### src/common/pram_defines.svh
// Offsets, field positions and constants of the process RAM bridge
`ifndef PRAM_DEFINES_SVH
`define PRAM_DEFINES_SVH
// Device register offsets on the host link
`define OFS_FIFO_FIRST 16'h0020
`define OFS_FIFO_END 16'h003F
`define OFS_READBACK_CMD 16'h030C
`define OFS_STORE_ADDR_LEN 16'h0310
`define OFS_STORE_CMD 16'h0314
// Command register fields
`define BIT_STORE_BUSY 31
`define BIT_ABORT 30
`define POS_SPACE_CNT 8
`define BIT_SPACE_FLAG 0
// Address windows
`define PRAM_LO 16'h1000
`define PRAM_HI 16'h1FFF
`define DIRECT_TOP 16'h3000
// FIFO depth
`define FIFO_DEPTH 16
// Access error codes
`define ERR_NONE 2'h0
`define ERR_ODD_NO_BHE 2'h1
`define ERR_WR_EARLY 2'h2
`define ERR_RD_EARLY 2'h3
// Host controller APB offsets
`define HOFS_CTRL 8'h00
`define HOFS_ADDR 8'h04
`define HOFS_WDATA 8'h08
`define HOFS_STATUS 8'h0C
`define HOFS_RESULT 8'h10
`define HOFS_START_ADDR 8'h14
`define HOFS_START_LEN 8'h18
`endif

### src/common/pram_pkg.sv
// Types shared by both ends of the process RAM bridge
package pram_pkg;
   typedef enum logic [1:0] {
      SEL_INDIRECT = 2'h0,
      SEL_DIRECT8 = 2'h1,
      SEL_DIRECT16 = 2'h2
   } iface_sel_e;
   typedef enum logic [4:0] {
      L_IDLE = 5'h01,
      L_REG = 5'h02,
      L_CORE = 5'h04,
      L_DROP = 5'h08,
      L_DONE = 5'h10
   } link_state_e;
   typedef enum logic [2:0] {
      OP_NONE = 3'h0,
      OP_WRITE = 3'h1,
      OP_READ = 3'h2,
      OP_START = 3'h3,
      OP_PUSH = 3'h4,
      OP_ABORT_WR = 3'h5,
      OP_ABORT_RD = 3'h6
   } host_op_e;
   typedef enum logic [3:0] {
      H_IDLE = 4'h1,
      H_WAIT_HI = 4'h2,
      H_WAIT_LO = 4'h4,
      H_STEP = 4'h8
   } host_state_e;
endpackage

### src/common/pram_link_if.sv
// Host link between the controller and the bridge device
`timescale 1ns/1ps
interface pram_link_if;
   logic cs;
   logic wr;
   logic rd;
   logic fifo_direct;
   logic byte_high_enable_n;
   logic [15:0] addr;
   logic [31:0] wdata;
   logic [31:0] rdata;
   logic busy;
   modport device(
      input cs, wr, rd, fifo_direct, byte_high_enable_n, addr, wdata,
      output rdata, busy
   );
   modport host(
      output cs, wr, rd, fifo_direct, byte_high_enable_n, addr, wdata,
      input rdata, busy
   );
endinterface

### src/verilog/pram_bridge_device.sv
// Process RAM write bridge and direct mapped access, device end
// Operation
// - Abort bit in command register cancels transfer
// - FIFO decoded at 20h plus seven aliases
// - Sixteen by 32-bit write FIFO
// - FIFO direct mode sends every write to FIFO
// - Host loads address/length, then sets busy
// - Host keeps transfer within 1000h to 1FFFh
// - Space flag shown; host pushes only with room
// - Count field gives writes allowed without polling
// - Busy self-clears after last word reaches core
// - Each FIFO word consumed as up to four lanes
// - Length and address fields track drain progress
// - First word lanes start at address bits
// - Last word lanes end at end offset
// - Single-word transfer uses start through end lanes
// - Direct map: CSRs 0-FFFh, RAM 1000h-2FFFh
// - Direct mode disables indirect access registers
// - Direct bus 8 or 16 bits, bytes too
// - Byte order always little endian
// - 8-bit mode address bits 1:0 pick byte
// - 16-bit mode decode by A0 and high enable
// - Flag odd-no-enable and early strobe release
// - Errors count, record cause, suppress or terminate
// - Core access: address, enables, request, acknowledge
//
// The implementer's own choice: register access over APB.
`timescale 1ns/1ps
`include "pram_defines.svh"
module pram_bridge_device #(
   parameter int DEPTH = `FIFO_DEPTH
) (
   // Clock and reset
   input wire logic pclk,
   input wire logic presetn,
   // Host link
   pram_link_if.device link,
   // Mode select
   input wire pram_pkg::iface_sel_e interface_select_field,
   // Core process data interface
   output logic core_req,
   output logic core_write,
   output logic [15:0] core_addr,
   output logic [3:0] core_be,
   output logic [31:0] core_wdata,
   input wire logic core_ack,
   input wire logic [31:0] core_rdata,
   // Access error status
   output logic [7:0] error_count,
   output logic [1:0] error_code
);
   import pram_pkg::*;
   localparam int AW = $clog2(DEPTH);
   localparam logic [AW:0] FULL = (AW + 1)'(DEPTH);

   link_state_e lst_reg;
   logic busy_reg, was_write_reg, mode8_reg, drain_own_reg;
   logic [1:0] lane_reg;
   logic [31:0] rdata_reg;
   logic [31:0] mem_reg [DEPTH];
   logic [AW-1:0] wp_reg, rp_reg;
   logic [AW:0] cnt_reg, space_cnt;
   logic store_busy_reg;
   logic [15:0] addr_reg, len_reg;
   logic [2:0] drain_n_reg;
   logic strobe, direct, fifo_hit, odd_no_bhe, in_window, start_acc;
   logic link_issue, reg_wr, push, pop, full, cmd_wr, al_wr;
   logic abort, start, drain_go, drain_ack, link_ack, early_end;
   logic [3:0] dm_be, dr_be;
   logic [31:0] dm_wdata, cmd_view, reg_view, rd_byte, rd_half;
   logic [1:0] lo;
   logic [16:0] endpos;
   logic [2:0] dr_n;

   assign link.busy = busy_reg;
   assign link.rdata = rdata_reg;

   // Access decode
   assign strobe = link.cs & (link.wr | link.rd);
   assign direct = interface_select_field != SEL_INDIRECT;
   assign fifo_hit = link.fifo_direct |
      (link.addr >= `OFS_FIFO_FIRST && link.addr <= `OFS_FIFO_END);
   assign odd_no_bhe = interface_select_field == SEL_DIRECT16 &
      link.addr[0] & link.byte_high_enable_n;
   assign in_window = link.addr < `DIRECT_TOP;
   assign start_acc = lst_reg == L_IDLE & strobe;
   assign link_issue = start_acc & direct & !odd_no_bhe & in_window;
   // indirect registers only outside direct mode
   assign reg_wr = start_acc & !direct & link.wr;
   assign full = cnt_reg == FULL;
   assign push = reg_wr & fifo_hit & !full;
   assign cmd_wr = reg_wr & !link.fifo_direct &
      link.addr == `OFS_STORE_CMD;
   assign al_wr = reg_wr & !link.fifo_direct &
      link.addr == `OFS_STORE_ADDR_LEN & !store_busy_reg;
   assign abort = cmd_wr & link.wdata[`BIT_ABORT];
   assign start = cmd_wr & !abort & link.wdata[`BIT_STORE_BUSY] &
      !store_busy_reg & len_reg != 16'h0000;
   assign drain_go = store_busy_reg & cnt_reg != '0 & !direct &
      !core_req & !link_issue & !abort;
   assign pop = drain_go;
   assign drain_ack = core_req & core_ack & drain_own_reg;
   assign link_ack = core_req & core_ack & !drain_own_reg;
   assign early_end = busy_reg & !strobe;
   assign space_cnt = FULL - cnt_reg;

   // Direct mode lanes
   always_comb begin
      if (interface_select_field == SEL_DIRECT8) begin
         dm_be = 4'h1 << link.addr[1:0];
         dm_wdata = {4{link.wdata[7:0]}};
      end else begin
         // word, low byte or high byte
         dm_be = (link.byte_high_enable_n ? 4'h1 :
            (link.addr[0] ? 4'h2 : 4'h3)) << {link.addr[1], 1'b0};
         dm_wdata = {2{link.wdata[15:0]}};
      end
   end

   assign rd_byte = core_rdata >> {lane_reg, 3'b000};
   assign rd_half = core_rdata >> {lane_reg[1], 4'h0};

   // Drain lane enables
   always_comb begin
      lo = addr_reg[1:0];
      endpos = {1'b0, len_reg} + {15'h0000, lo};
      if (endpos >= 17'h00004) begin
         // first word starts at address bits
         // full tail ends at lane 3
         dr_be = 4'hF << lo;
         dr_n = 3'h4 - {1'b0, lo};
      end else begin
         // last word ends at end offset
         dr_be = (4'hF << lo) & ~(4'hF << endpos[1:0]);
         dr_n = len_reg[2:0];
      end
   end

   // Register read view
   always_comb begin
      cmd_view = 32'h00000000;
      cmd_view[`BIT_STORE_BUSY] = store_busy_reg;
      cmd_view[`POS_SPACE_CNT +: AW + 1] = space_cnt;
      cmd_view[`BIT_SPACE_FLAG] = !full;
      reg_view = 32'h00000000;
      if (!link.fifo_direct && link.addr == `OFS_STORE_CMD) begin
         reg_view = cmd_view;
      end else if (!link.fifo_direct &&
         link.addr == `OFS_STORE_ADDR_LEN) begin
         reg_view = {len_reg, addr_reg};
      end
   end

   // FIFO storage
   always_ff @(posedge pclk) begin
      if (push) begin
         mem_reg[wp_reg] <= link.wdata;
      end
   end

   // FIFO pointers
   always_ff @(posedge pclk or negedge presetn) begin
      if (!presetn) begin
         wp_reg <= '0;
         rp_reg <= '0;
         cnt_reg <= '0;
      end else if (abort) begin
         wp_reg <= '0;
         rp_reg <= '0;
         cnt_reg <= '0;
      end else begin
         if (push) begin
            wp_reg <= wp_reg + 1'b1;
         end
         if (pop) begin
            rp_reg <= rp_reg + 1'b1;
         end
         cnt_reg <= cnt_reg + (AW + 1)'(push) - (AW + 1)'(pop);
      end
   end

   // Transfer address, length and busy
   always_ff @(posedge pclk or negedge presetn) begin
      if (!presetn) begin
         addr_reg <= 16'h0000;
         len_reg <= 16'h0000;
         store_busy_reg <= 1'b0;
      end else begin
         if (al_wr) begin
            addr_reg <= link.wdata[15:0];
            len_reg <= link.wdata[31:16];
         end else if (drain_ack) begin
            addr_reg <= addr_reg + {13'h0000, drain_n_reg};
            len_reg <= len_reg - {13'h0000, drain_n_reg};
         end
         if (abort) begin
            store_busy_reg <= 1'b0;
         end else if (start) begin
            store_busy_reg <= 1'b1;
         end else if (drain_ack && len_reg == {13'h0000, drain_n_reg}) begin
            store_busy_reg <= 1'b0;
         end
      end
   end

   // Core request issue
   always_ff @(posedge pclk or negedge presetn) begin
      if (!presetn) begin
         core_req <= 1'b0;
         core_write <= 1'b0;
         core_addr <= 16'h0000;
         core_be <= 4'h0;
         core_wdata <= 32'h00000000;
         drain_own_reg <= 1'b0;
         drain_n_reg <= 3'h0;
      end else if (core_req) begin
         if (core_ack) begin
            core_req <= 1'b0;
         end
      end else if (link_issue) begin
         core_req <= 1'b1;
         core_write <= link.wr;
         core_addr <= {link.addr[15:2], 2'b00};
         core_be <= dm_be;
         core_wdata <= dm_wdata;
         drain_own_reg <= 1'b0;
      end else if (drain_go) begin
         core_req <= 1'b1;
         core_write <= 1'b1;
         core_addr <= {addr_reg[15:2], 2'b00};
         core_be <= dr_be;
         core_wdata <= mem_reg[rp_reg];
         drain_own_reg <= 1'b1;
         drain_n_reg <= dr_n;
      end
   end

   // Host link sequencing
   always_ff @(posedge pclk or negedge presetn) begin
      if (!presetn) begin
         lst_reg <= L_IDLE;
         busy_reg <= 1'b0;
         was_write_reg <= 1'b0;
         mode8_reg <= 1'b0;
         lane_reg <= 2'h0;
         rdata_reg <= 32'h00000000;
      end else begin
         unique case (lst_reg)
            L_IDLE: if (strobe) begin
               busy_reg <= 1'b1;
               was_write_reg <= link.wr;
               mode8_reg <= interface_select_field == SEL_DIRECT8;
               lane_reg <= link.addr[1:0];
               rdata_reg <= direct ? 32'h00000000 : reg_view;
               lst_reg <= link_issue ? L_CORE : L_REG;
            end
            L_REG: begin
               busy_reg <= 1'b0;
               lst_reg <= strobe ? L_DONE : L_IDLE;
            end
            L_CORE: if (link_ack) begin
               busy_reg <= 1'b0;
               rdata_reg <= mode8_reg ? {24'h000000, rd_byte[7:0]} :
                  {16'h0000,
                  rd_half[15:8] & {8{core_be[1] | core_be[3]}},
                  rd_half[7:0] & {8{core_be[0] | core_be[2]}}};
               lst_reg <= strobe ? L_DONE : L_IDLE;
            end else if (!strobe) begin
               busy_reg <= 1'b0;
               lst_reg <= L_DROP;
            end
            L_DROP: if (link_ack) begin
               lst_reg <= L_IDLE;
            end
            L_DONE: if (!strobe) begin
               lst_reg <= L_IDLE;
            end
            default: begin
               busy_reg <= 1'b0;
               lst_reg <= L_IDLE;
            end
         endcase
      end
   end

   // Access error counter and cause
   always_ff @(posedge pclk or negedge presetn) begin
      if (!presetn) begin
         error_count <= 8'h00;
         error_code <= `ERR_NONE;
      end else if (start_acc && direct && odd_no_bhe) begin
         error_count <= error_count + 8'h01;
         error_code <= `ERR_ODD_NO_BHE;
      end else if (early_end) begin
         error_count <= error_count + 8'h01;
         error_code <= was_write_reg ? `ERR_WR_EARLY : `ERR_RD_EARLY;
      end
   end
endmodule

### src/flat_wrapper.sv
// flat-port wrapper written by rule: the top's interface ports become plain ports
module pram_bridge_device_flat import pram_pkg::*;
#(
   parameter int DEPTH = `FIFO_DEPTH
)
  (pclk, presetn, interface_select_field, core_req, core_write, core_addr, core_be, core_wdata, core_ack, core_rdata, error_count, error_code, link_cs, link_wr, link_rd, link_fifo_direct, link_byte_high_enable_n, link_addr, link_wdata, link_rdata, link_busy);
  pram_link_if link_i ();
  input wire logic pclk;
  input wire logic presetn;
  input wire pram_pkg::iface_sel_e interface_select_field;
  output logic core_req;
  output logic core_write;
  output logic [15:0] core_addr;
  output logic [3:0] core_be;
  output logic [31:0] core_wdata;
  input wire logic core_ack;
  input wire logic [31:0] core_rdata;
  output logic [7:0] error_count;
  output logic [1:0] error_code;
  input wire logic [$bits(link_i.cs)-1:0] link_cs;
  input wire logic [$bits(link_i.wr)-1:0] link_wr;
  input wire logic [$bits(link_i.rd)-1:0] link_rd;
  input wire logic [$bits(link_i.fifo_direct)-1:0] link_fifo_direct;
  input wire logic [$bits(link_i.byte_high_enable_n)-1:0] link_byte_high_enable_n;
  input wire logic [$bits(link_i.addr)-1:0] link_addr;
  input wire logic [$bits(link_i.wdata)-1:0] link_wdata;
  output wire logic [$bits(link_i.rdata)-1:0] link_rdata;
  output wire logic [$bits(link_i.busy)-1:0] link_busy;
  assign link_i.cs = link_cs;
  assign link_i.wr = link_wr;
  assign link_i.rd = link_rd;
  assign link_i.fifo_direct = link_fifo_direct;
  assign link_i.byte_high_enable_n = link_byte_high_enable_n;
  assign link_i.addr = link_addr;
  assign link_i.wdata = link_wdata;
  assign link_rdata = link_i.rdata;
  assign link_busy = link_i.busy;
  pram_bridge_device #(.DEPTH(DEPTH)) u_core (.pclk(pclk), .presetn(presetn), .link(link_i), .interface_select_field(interface_select_field), .core_req(core_req), .core_write(core_write), .core_addr(core_addr), .core_be(core_be), .core_wdata(core_wdata), .core_ack(core_ack), .core_rdata(core_rdata), .error_count(error_count), .error_code(error_code));
endmodule
### config.mk
export PLATFORM = sky130hd
export DESIGN_NAME = pram_bridge_device_flat
export DESIGN_NICKNAME = d
export VERILOG_FILES = /design/src/common/pram_pkg.sv /design/src/common/pram_link_if.sv /design/src/verilog/pram_bridge_device.sv /design/src/flat_wrapper.sv
export VERILOG_INCLUDE_DIRS = /design/src /design/src/common
export SDC_FILE = /design/constraint.sdc
export NUM_CORES = 1
export LEC_CHECK = 0
export BUFFER_PORTS_ARGS = -buffer_cell sky130_fd_sc_hd__buf_4
export CAP_MARGIN = 10
export CORE_MARGIN = 8
export CORE_UTILIZATION = 60
export CTS_BUF_LIST = sky130_fd_sc_hd__clkbuf_16
export DETAILED_ROUTE_END_ITERATION = 16
export PLACE_DENSITY = 0.79
export SLEW_MARGIN = 40
export SYNTH_ARGS = -nofsm -noshare
export SYNTH_HDL_FRONTEND = slang
export SYNTH_SLANG_ARGS = --single-unit
### constraint.sdc
create_clock -name pclk -period 11.43 [get_ports pclk]
set_clock_uncertainty 0.15 [all_clocks]
set_input_delay 1.143 -clock pclk [delete_from_list [all_inputs] [get_ports pclk]]
set_output_delay 1.143 -clock pclk [all_outputs]
set_load 0.01 [all_outputs]
== Word level (Yosys, flattened, before mapping) ==
Memories as Yosys holds them, arrays and structs flattened.
Cells that the tools add are included.
Widths: inputs -> output; s select.
Operators by class
  muxes and demuxes: 57
  $lt $le $gt $ge: 4
  equal/unequal tests: 16
  shift operators: 6
  $add $sub $neg: 10
  bitwise gates (word level): 40
  reduce and logical (&&, ||, !) cells: 33
Operator list (count)
  $mux 32: 8
  $mux 16: 7
  $pmux 32 s2: 1
  $mux 4: 9
  $mux 5: 7
  $eq 16x10->1 const B: 2
  $shr 32x5->16: 1
  $shr 32x5->8: 1
  $and 1x1->1: 29
  $pmux 5 s5: 1
  $add 16x2->17: 1
  $ge 17x3->1 const B: 1
  $mux 1: 17
  $add 16x3->16: 1
  $and 8x8->8: 2
  $eq 16x3->1: 1
  $ge 16x6->1 const B: 1
  $le 16x6->1 const B: 1
  $lt 16x14->1 const B: 1
  $mux 8: 2
  $reduce_bool 16->1: 1
  $sub 16x3->16: 1
  $reduce_bool 2->1: 7
  $eq 5x5->1 const B: 2
  33 further kinds: 61
Storage, ports and cells
  memory bits (writable): 512
  bits of input ports: 90
  register bits: 156
  logic and storage cells: 188
  output and inout bits: 97
  memories: 1
Memories
  u_core.mem_reg: words 16, width 32, read ports 1, clocked after Yosys merged registers in 0, wr ports 1, RTL line pram_bridge_device.sv:60  | logic [31:0] mem_reg [DEPTH];

== Logic depth before layout (Yosys ltp) ==
  depth in word-level cells: 15
  mapped depth: 18
  gate-level depth less buffers: 17

== Worst setup path after synthesis ==
OpenSTA, ideal clock, no wires.
  kind: input -> register
  start point: input port interface_select_field[1]
  end point: memory u_core.mem_reg[4][0] (enable)
  arrival: 4.379 ns
  path buffers: 1
  stages on the path: 6
  library setup time: 0.461 ns
  data required time: 10.819 ns
  path slack: 6.440 ns
  path through: nor3b_1 nand4_2 nor3_1 clkbuf_1 nand2_1 nor3_1
Between the ends
  word-level cells in the longest chain between the ends: 8
Ends and longest elaborated chain
  start, declared: RTL line flat_wrapper.sv:10  | input wire pram_pkg::iface_sel_e interface_select_field;
  $reduce_bool 2->1: RTL line pram_bridge_device.sv:80  | assign direct = interface_select_field != SEL_INDIRECT;
  $logic_not 1->1: RTL line pram_bridge_device.sv:89  | assign reg_wr = start_acc & !direct & link.wr;
  $and 1x1->1 (2 in series): RTL line pram_bridge_device.sv:89
  $and 1x1->1 (2 in series): RTL line pram_bridge_device.sv:91  | assign push = reg_wr & fifo_hit & !full;
  $mux 1: RTL line pram_bridge_device.sv:156  | if (push) begin
  $mux 1 (not written as such): RTL line pram_bridge_device.sv:157  | mem_reg[wp_reg] <= link.wdata;
  end, declared: RTL line pram_bridge_device.sv:60
Every way passes these cells.

== Worst setup path after layout ==
  start point: register u_core.cnt_reg[1]
  end point: register u_core.cnt_reg[4]
Between the ends
  word-level cells in the longest chain between the ends: 8
  elaborated cells between the ends (all ways): 12
  those cells by class: add/sub (2); eq/ne (1); mux (1); bitwise (6); reduce/logical (2)
Ends and longest elaborated chain
  start, declared: RTL line pram_bridge_device.sv:62  | logic [AW:0] cnt_reg, space_cnt;
  start signal, assigned: RTL line pram_bridge_device.sv:178  | cnt_reg <= cnt_reg + (AW + 1)'(push) - (AW + 1)'(pop);
  branches (longest 6 deep; another with $add 5x1->5)
  $sub 5x1->5 (*): RTL line pram_bridge_device.sv:178
  $mux 5 (*): RTL line pram_bridge_device.sv:167  | end else if (abort) begin
Mark *: on every way between the ends.
A chain may end at the register's enable or synchronous reset.

==> results.sh <==
export IMPL_critPathRequiredTime_ns=11.81
export IMPL_hold_class="input pin to asynchronous set/reset pin"
export IMPL_dp_hpwl_mm=43.8
export IMPL_grt_ovfl_total=0
export IMPL_ys_types=71
export IMPL_endpoint_kind="register"
export IMPL_synth_commonest_cells="edfxtp_1 (512), mux4_2 (160), dfrtp_1 (153), nand2_1 (114), nor2_1 (79)"
export IMPL_synthFlopType="edfxtp_1"
export IMPL_numCtsBuffers=60
export IMPL_synth_fa_ha_area_share_pct=1.46
export IMPL_clk_latency_ns=0.62
export IMPL_synth_xor_area_share_pct=1.35
export IMPL_worst_pin_slew_ns=0.852
export IMPL_synth_edf_count=512
export IMPL_period_minus_slack_ns=3.85
export IMPL_cap_violations=0
export IMPL_power_density_mw_per_mm2=169
export IMPL_worst_slack_ns=7.58
export IMPL_cts_setup_buffers=0
export IMPL_yosysMostFrequentCell="edfxtp_1"
export IMPL_finalHoldViolCount=0
export IMPL_drtAntennaViolNets=0
export IMPL_largest_reg_flops=512
export IMPL_async_reset_ff_share_pct=23.1
export IMPL_die_h_um=231
export IMPL_ys_ff_latch=666
export IMPL_cts_root_buffer="clkbuf_16"
export IMPL_cts_hold_buf=0
export IMPL_multiInputGateArea_mm2=0.00817
export IMPL_seqCellArea_mm2=0.0192
export IMPL_die_x_um=231
export IMPL_grt_pass1_wl_mm=109
export IMPL_tns_ns=0
export IMPL_finalMaxSlewViolations=0
export IMPL_rows=79
export IMPL_drive_gt1_share_pct=27.6
export IMPL_critical_path_most_common_cell="nor2_1"
export IMPL_ir_drop_mv=0.121
export IMPL_timing_final_crit_share_pct=33.7
export IMPL_slew_headroom_pct=43.2
export IMPL_total_power_uw=5390
export IMPL_setup_violations=0
export IMPL_critPathSlowestCell="nor2_1"
export IMPL_start_util_pct=60.3
export IMPL_drtPass1Iterations=5
export IMPL_via_per_inst=6.62
export IMPL_clock_sinks=666
export IMPL_antenna_found_initial=4
export IMPL_grt_use_total_pct=27.5
export IMPL_cp_arrival_ns=4.23
export IMPL_cts_path_max_buffers=3
export IMPL_rsz0062_at_grt="no"
export IMPL_io_pins=187
export IMPL_wl_mm=73.9
export IMPL_layout_nets=1942
export IMPL_p_leak_uw=0.0115
export IMPL_port_buffers=184
export IMPL_synth_cells=1634
export IMPL_fillers=2818
export IMPL_cts_tree="done"
export IMPL_synth_yosys_seq_area_share_pct=69.1
export IMPL_start_kind="register"
export IMPL_setup_worst_path_class="register to register"
export IMPL_synth_compound_area_share_pct=5.22
export IMPL_critPathMaxStageDelay_ns=0.66
export IMPL_synth_top_family_by_area="multiplexers"
export IMPL_fp_dieArea_mm2=0.0536
export IMPL_place_ws_ns=7.15
export IMPL_htree_num_levels=2
export IMPL_ys_warn_count=0
export IMPL_place_gp_congestion=0.880
export IMPL_synth_area_leader_cell="edfxtp_1"
export IMPL_synthSimpleGateAreaFrac_pct=5.74
export IMPL_synth_area_mm2=0.0278
export IMPL_core_mm2=0.0462
export IMPL_vias=16423
export IMPL_drt_wirelength_per_cell_um=29.8
export IMPL_drtIter0Drc=1998
export IMPL_area_delta_synth_final_pct=14.7
export IMPL_ys_top_cells_by_area="edfxtp_1 (55%), dfrtp_1 (14%), mux4_2 (13%)"
export IMPL_outcome="finished clean"
export IMPL_fin_area_mm2=0.0320
export IMPL_cts_resized_gates=0
export IMPL_cp_max_fo=11
export IMPL_synth_top_cell_area_share_pct=55.2
export IMPL_fmax_ghz=0.260
export IMPL_cts_clk_slew_worst_paths_ns=0.06
export IMPL_placed_area_mm2=0.0300
export IMPL_route_detailed_drc=0
export IMPL_synth_mux_area_share_pct=15.1
export IMPL_crit_chain="inv_1, ha_1, and2_1, ha_1, nor2_1, nand3_1, nor2_1, ha_1, inv_1, ha_1, inv_1, fa_1, nor2_1, nor2_1, nor2_1, o21ai_0, a21oi_1"
export IMPL_grt_max_degree=102
export IMPL_synth_avg_cell_area_um2=17.0
export IMPL_grt_pass1_vias=16623
==> final timing paths <==
kind,from,end,slack (ns),depth (start not counted)
setup / recovery,u_core.cnt_reg[1],u_core.cnt_reg[4],7.58,17
hold / removal,presetn,u_core.link.rdata[31],0.26,1
setup reg to reg,u_core.cnt_reg[1],u_core.cnt_reg[4],7.58,17
hold reg to reg,u_core.error_count[7],u_core.error_count[7],0.33,1
max in group asynchronous,presetn,u_core.rp_reg[0],9.72,2
min in group pclk,u_core.error_count[7],u_core.error_count[7],0.33,1
==> report_power, final <==
group | internal [uW] | switching (uW)
logic | 257 | 362
clock network | 1080 | 877
registers | 2710 | 108
total | 4040 | 1350
==> layout by cell type (no fill, tap or decap), types with 24 or more instances in the layout <==
master     count
a21oi_1       58
buf_4        208
clkbuf_16     61
dfrtp_1      150
edfxtp_1     512
ha_1          26
inv_1         45
mux2i_1       52
mux4_2       160
nand2_1      114
nor2_1        71
o21ai_1       60
xnor2_1       24
==> critical path, delay by kind of cell, from the launching register on <==
| kind | cells | cell delay (ns) |
|---|---|---|
| AND/OR/NAND/NOR | 7 | 1.48 |
| adder cells (fa/ha/maj) | 5 | 1.29 |
| flip-flops | 1 | 0.40 |
| AO/OA/AOI/OAI | 2 | 0.23 |
| buffers and inverters | 3 | 0.21 |
==> through the flow <==
step                      hold slack (ns)  std cells  utilization, %
final                               0.255       2481            69.2
after global routing                0.263       2480            69.2
after CTS                           0.326       2476            69.1
after detailed placement            0.313       2365            65.0
after global placement              0.311       2359            64.7
after floorplan                     0.314       1635               -
==> cells by family after synthesis <==
logic type	count (synthesis)
simple gates	321
mux	220
buf+inv	123
other cells	1
fa+ha+maj	30
compound gates	230
flops	666
xor+xnor	43
==> per-layer routing <==
layer	routed length [um]	up-vias	share of wire [%]	global-route usage, %
met1	26600	8284	36	36.0
met4	2600	2	3.5	9.34
li1	-	6799	-	-
met3	7870	191	11	5.54
met2	36900	1147	50	46.2
met5	15	-	0.020	0
==> area by class of cell <==
class                           instances  area share [%]
Inverter                               28           0.329
Antenna cell                            3          0.0235
Clock inverter                         50            1.14
Multi-Input combinational cell        846            25.6
Tap cell                              607            2.38
Timing Repair Buffer                  220            5.57
Sequential cell                       666            60.2
Clock buffer                           61            4.78
Power figures use the tool's default switching activity.
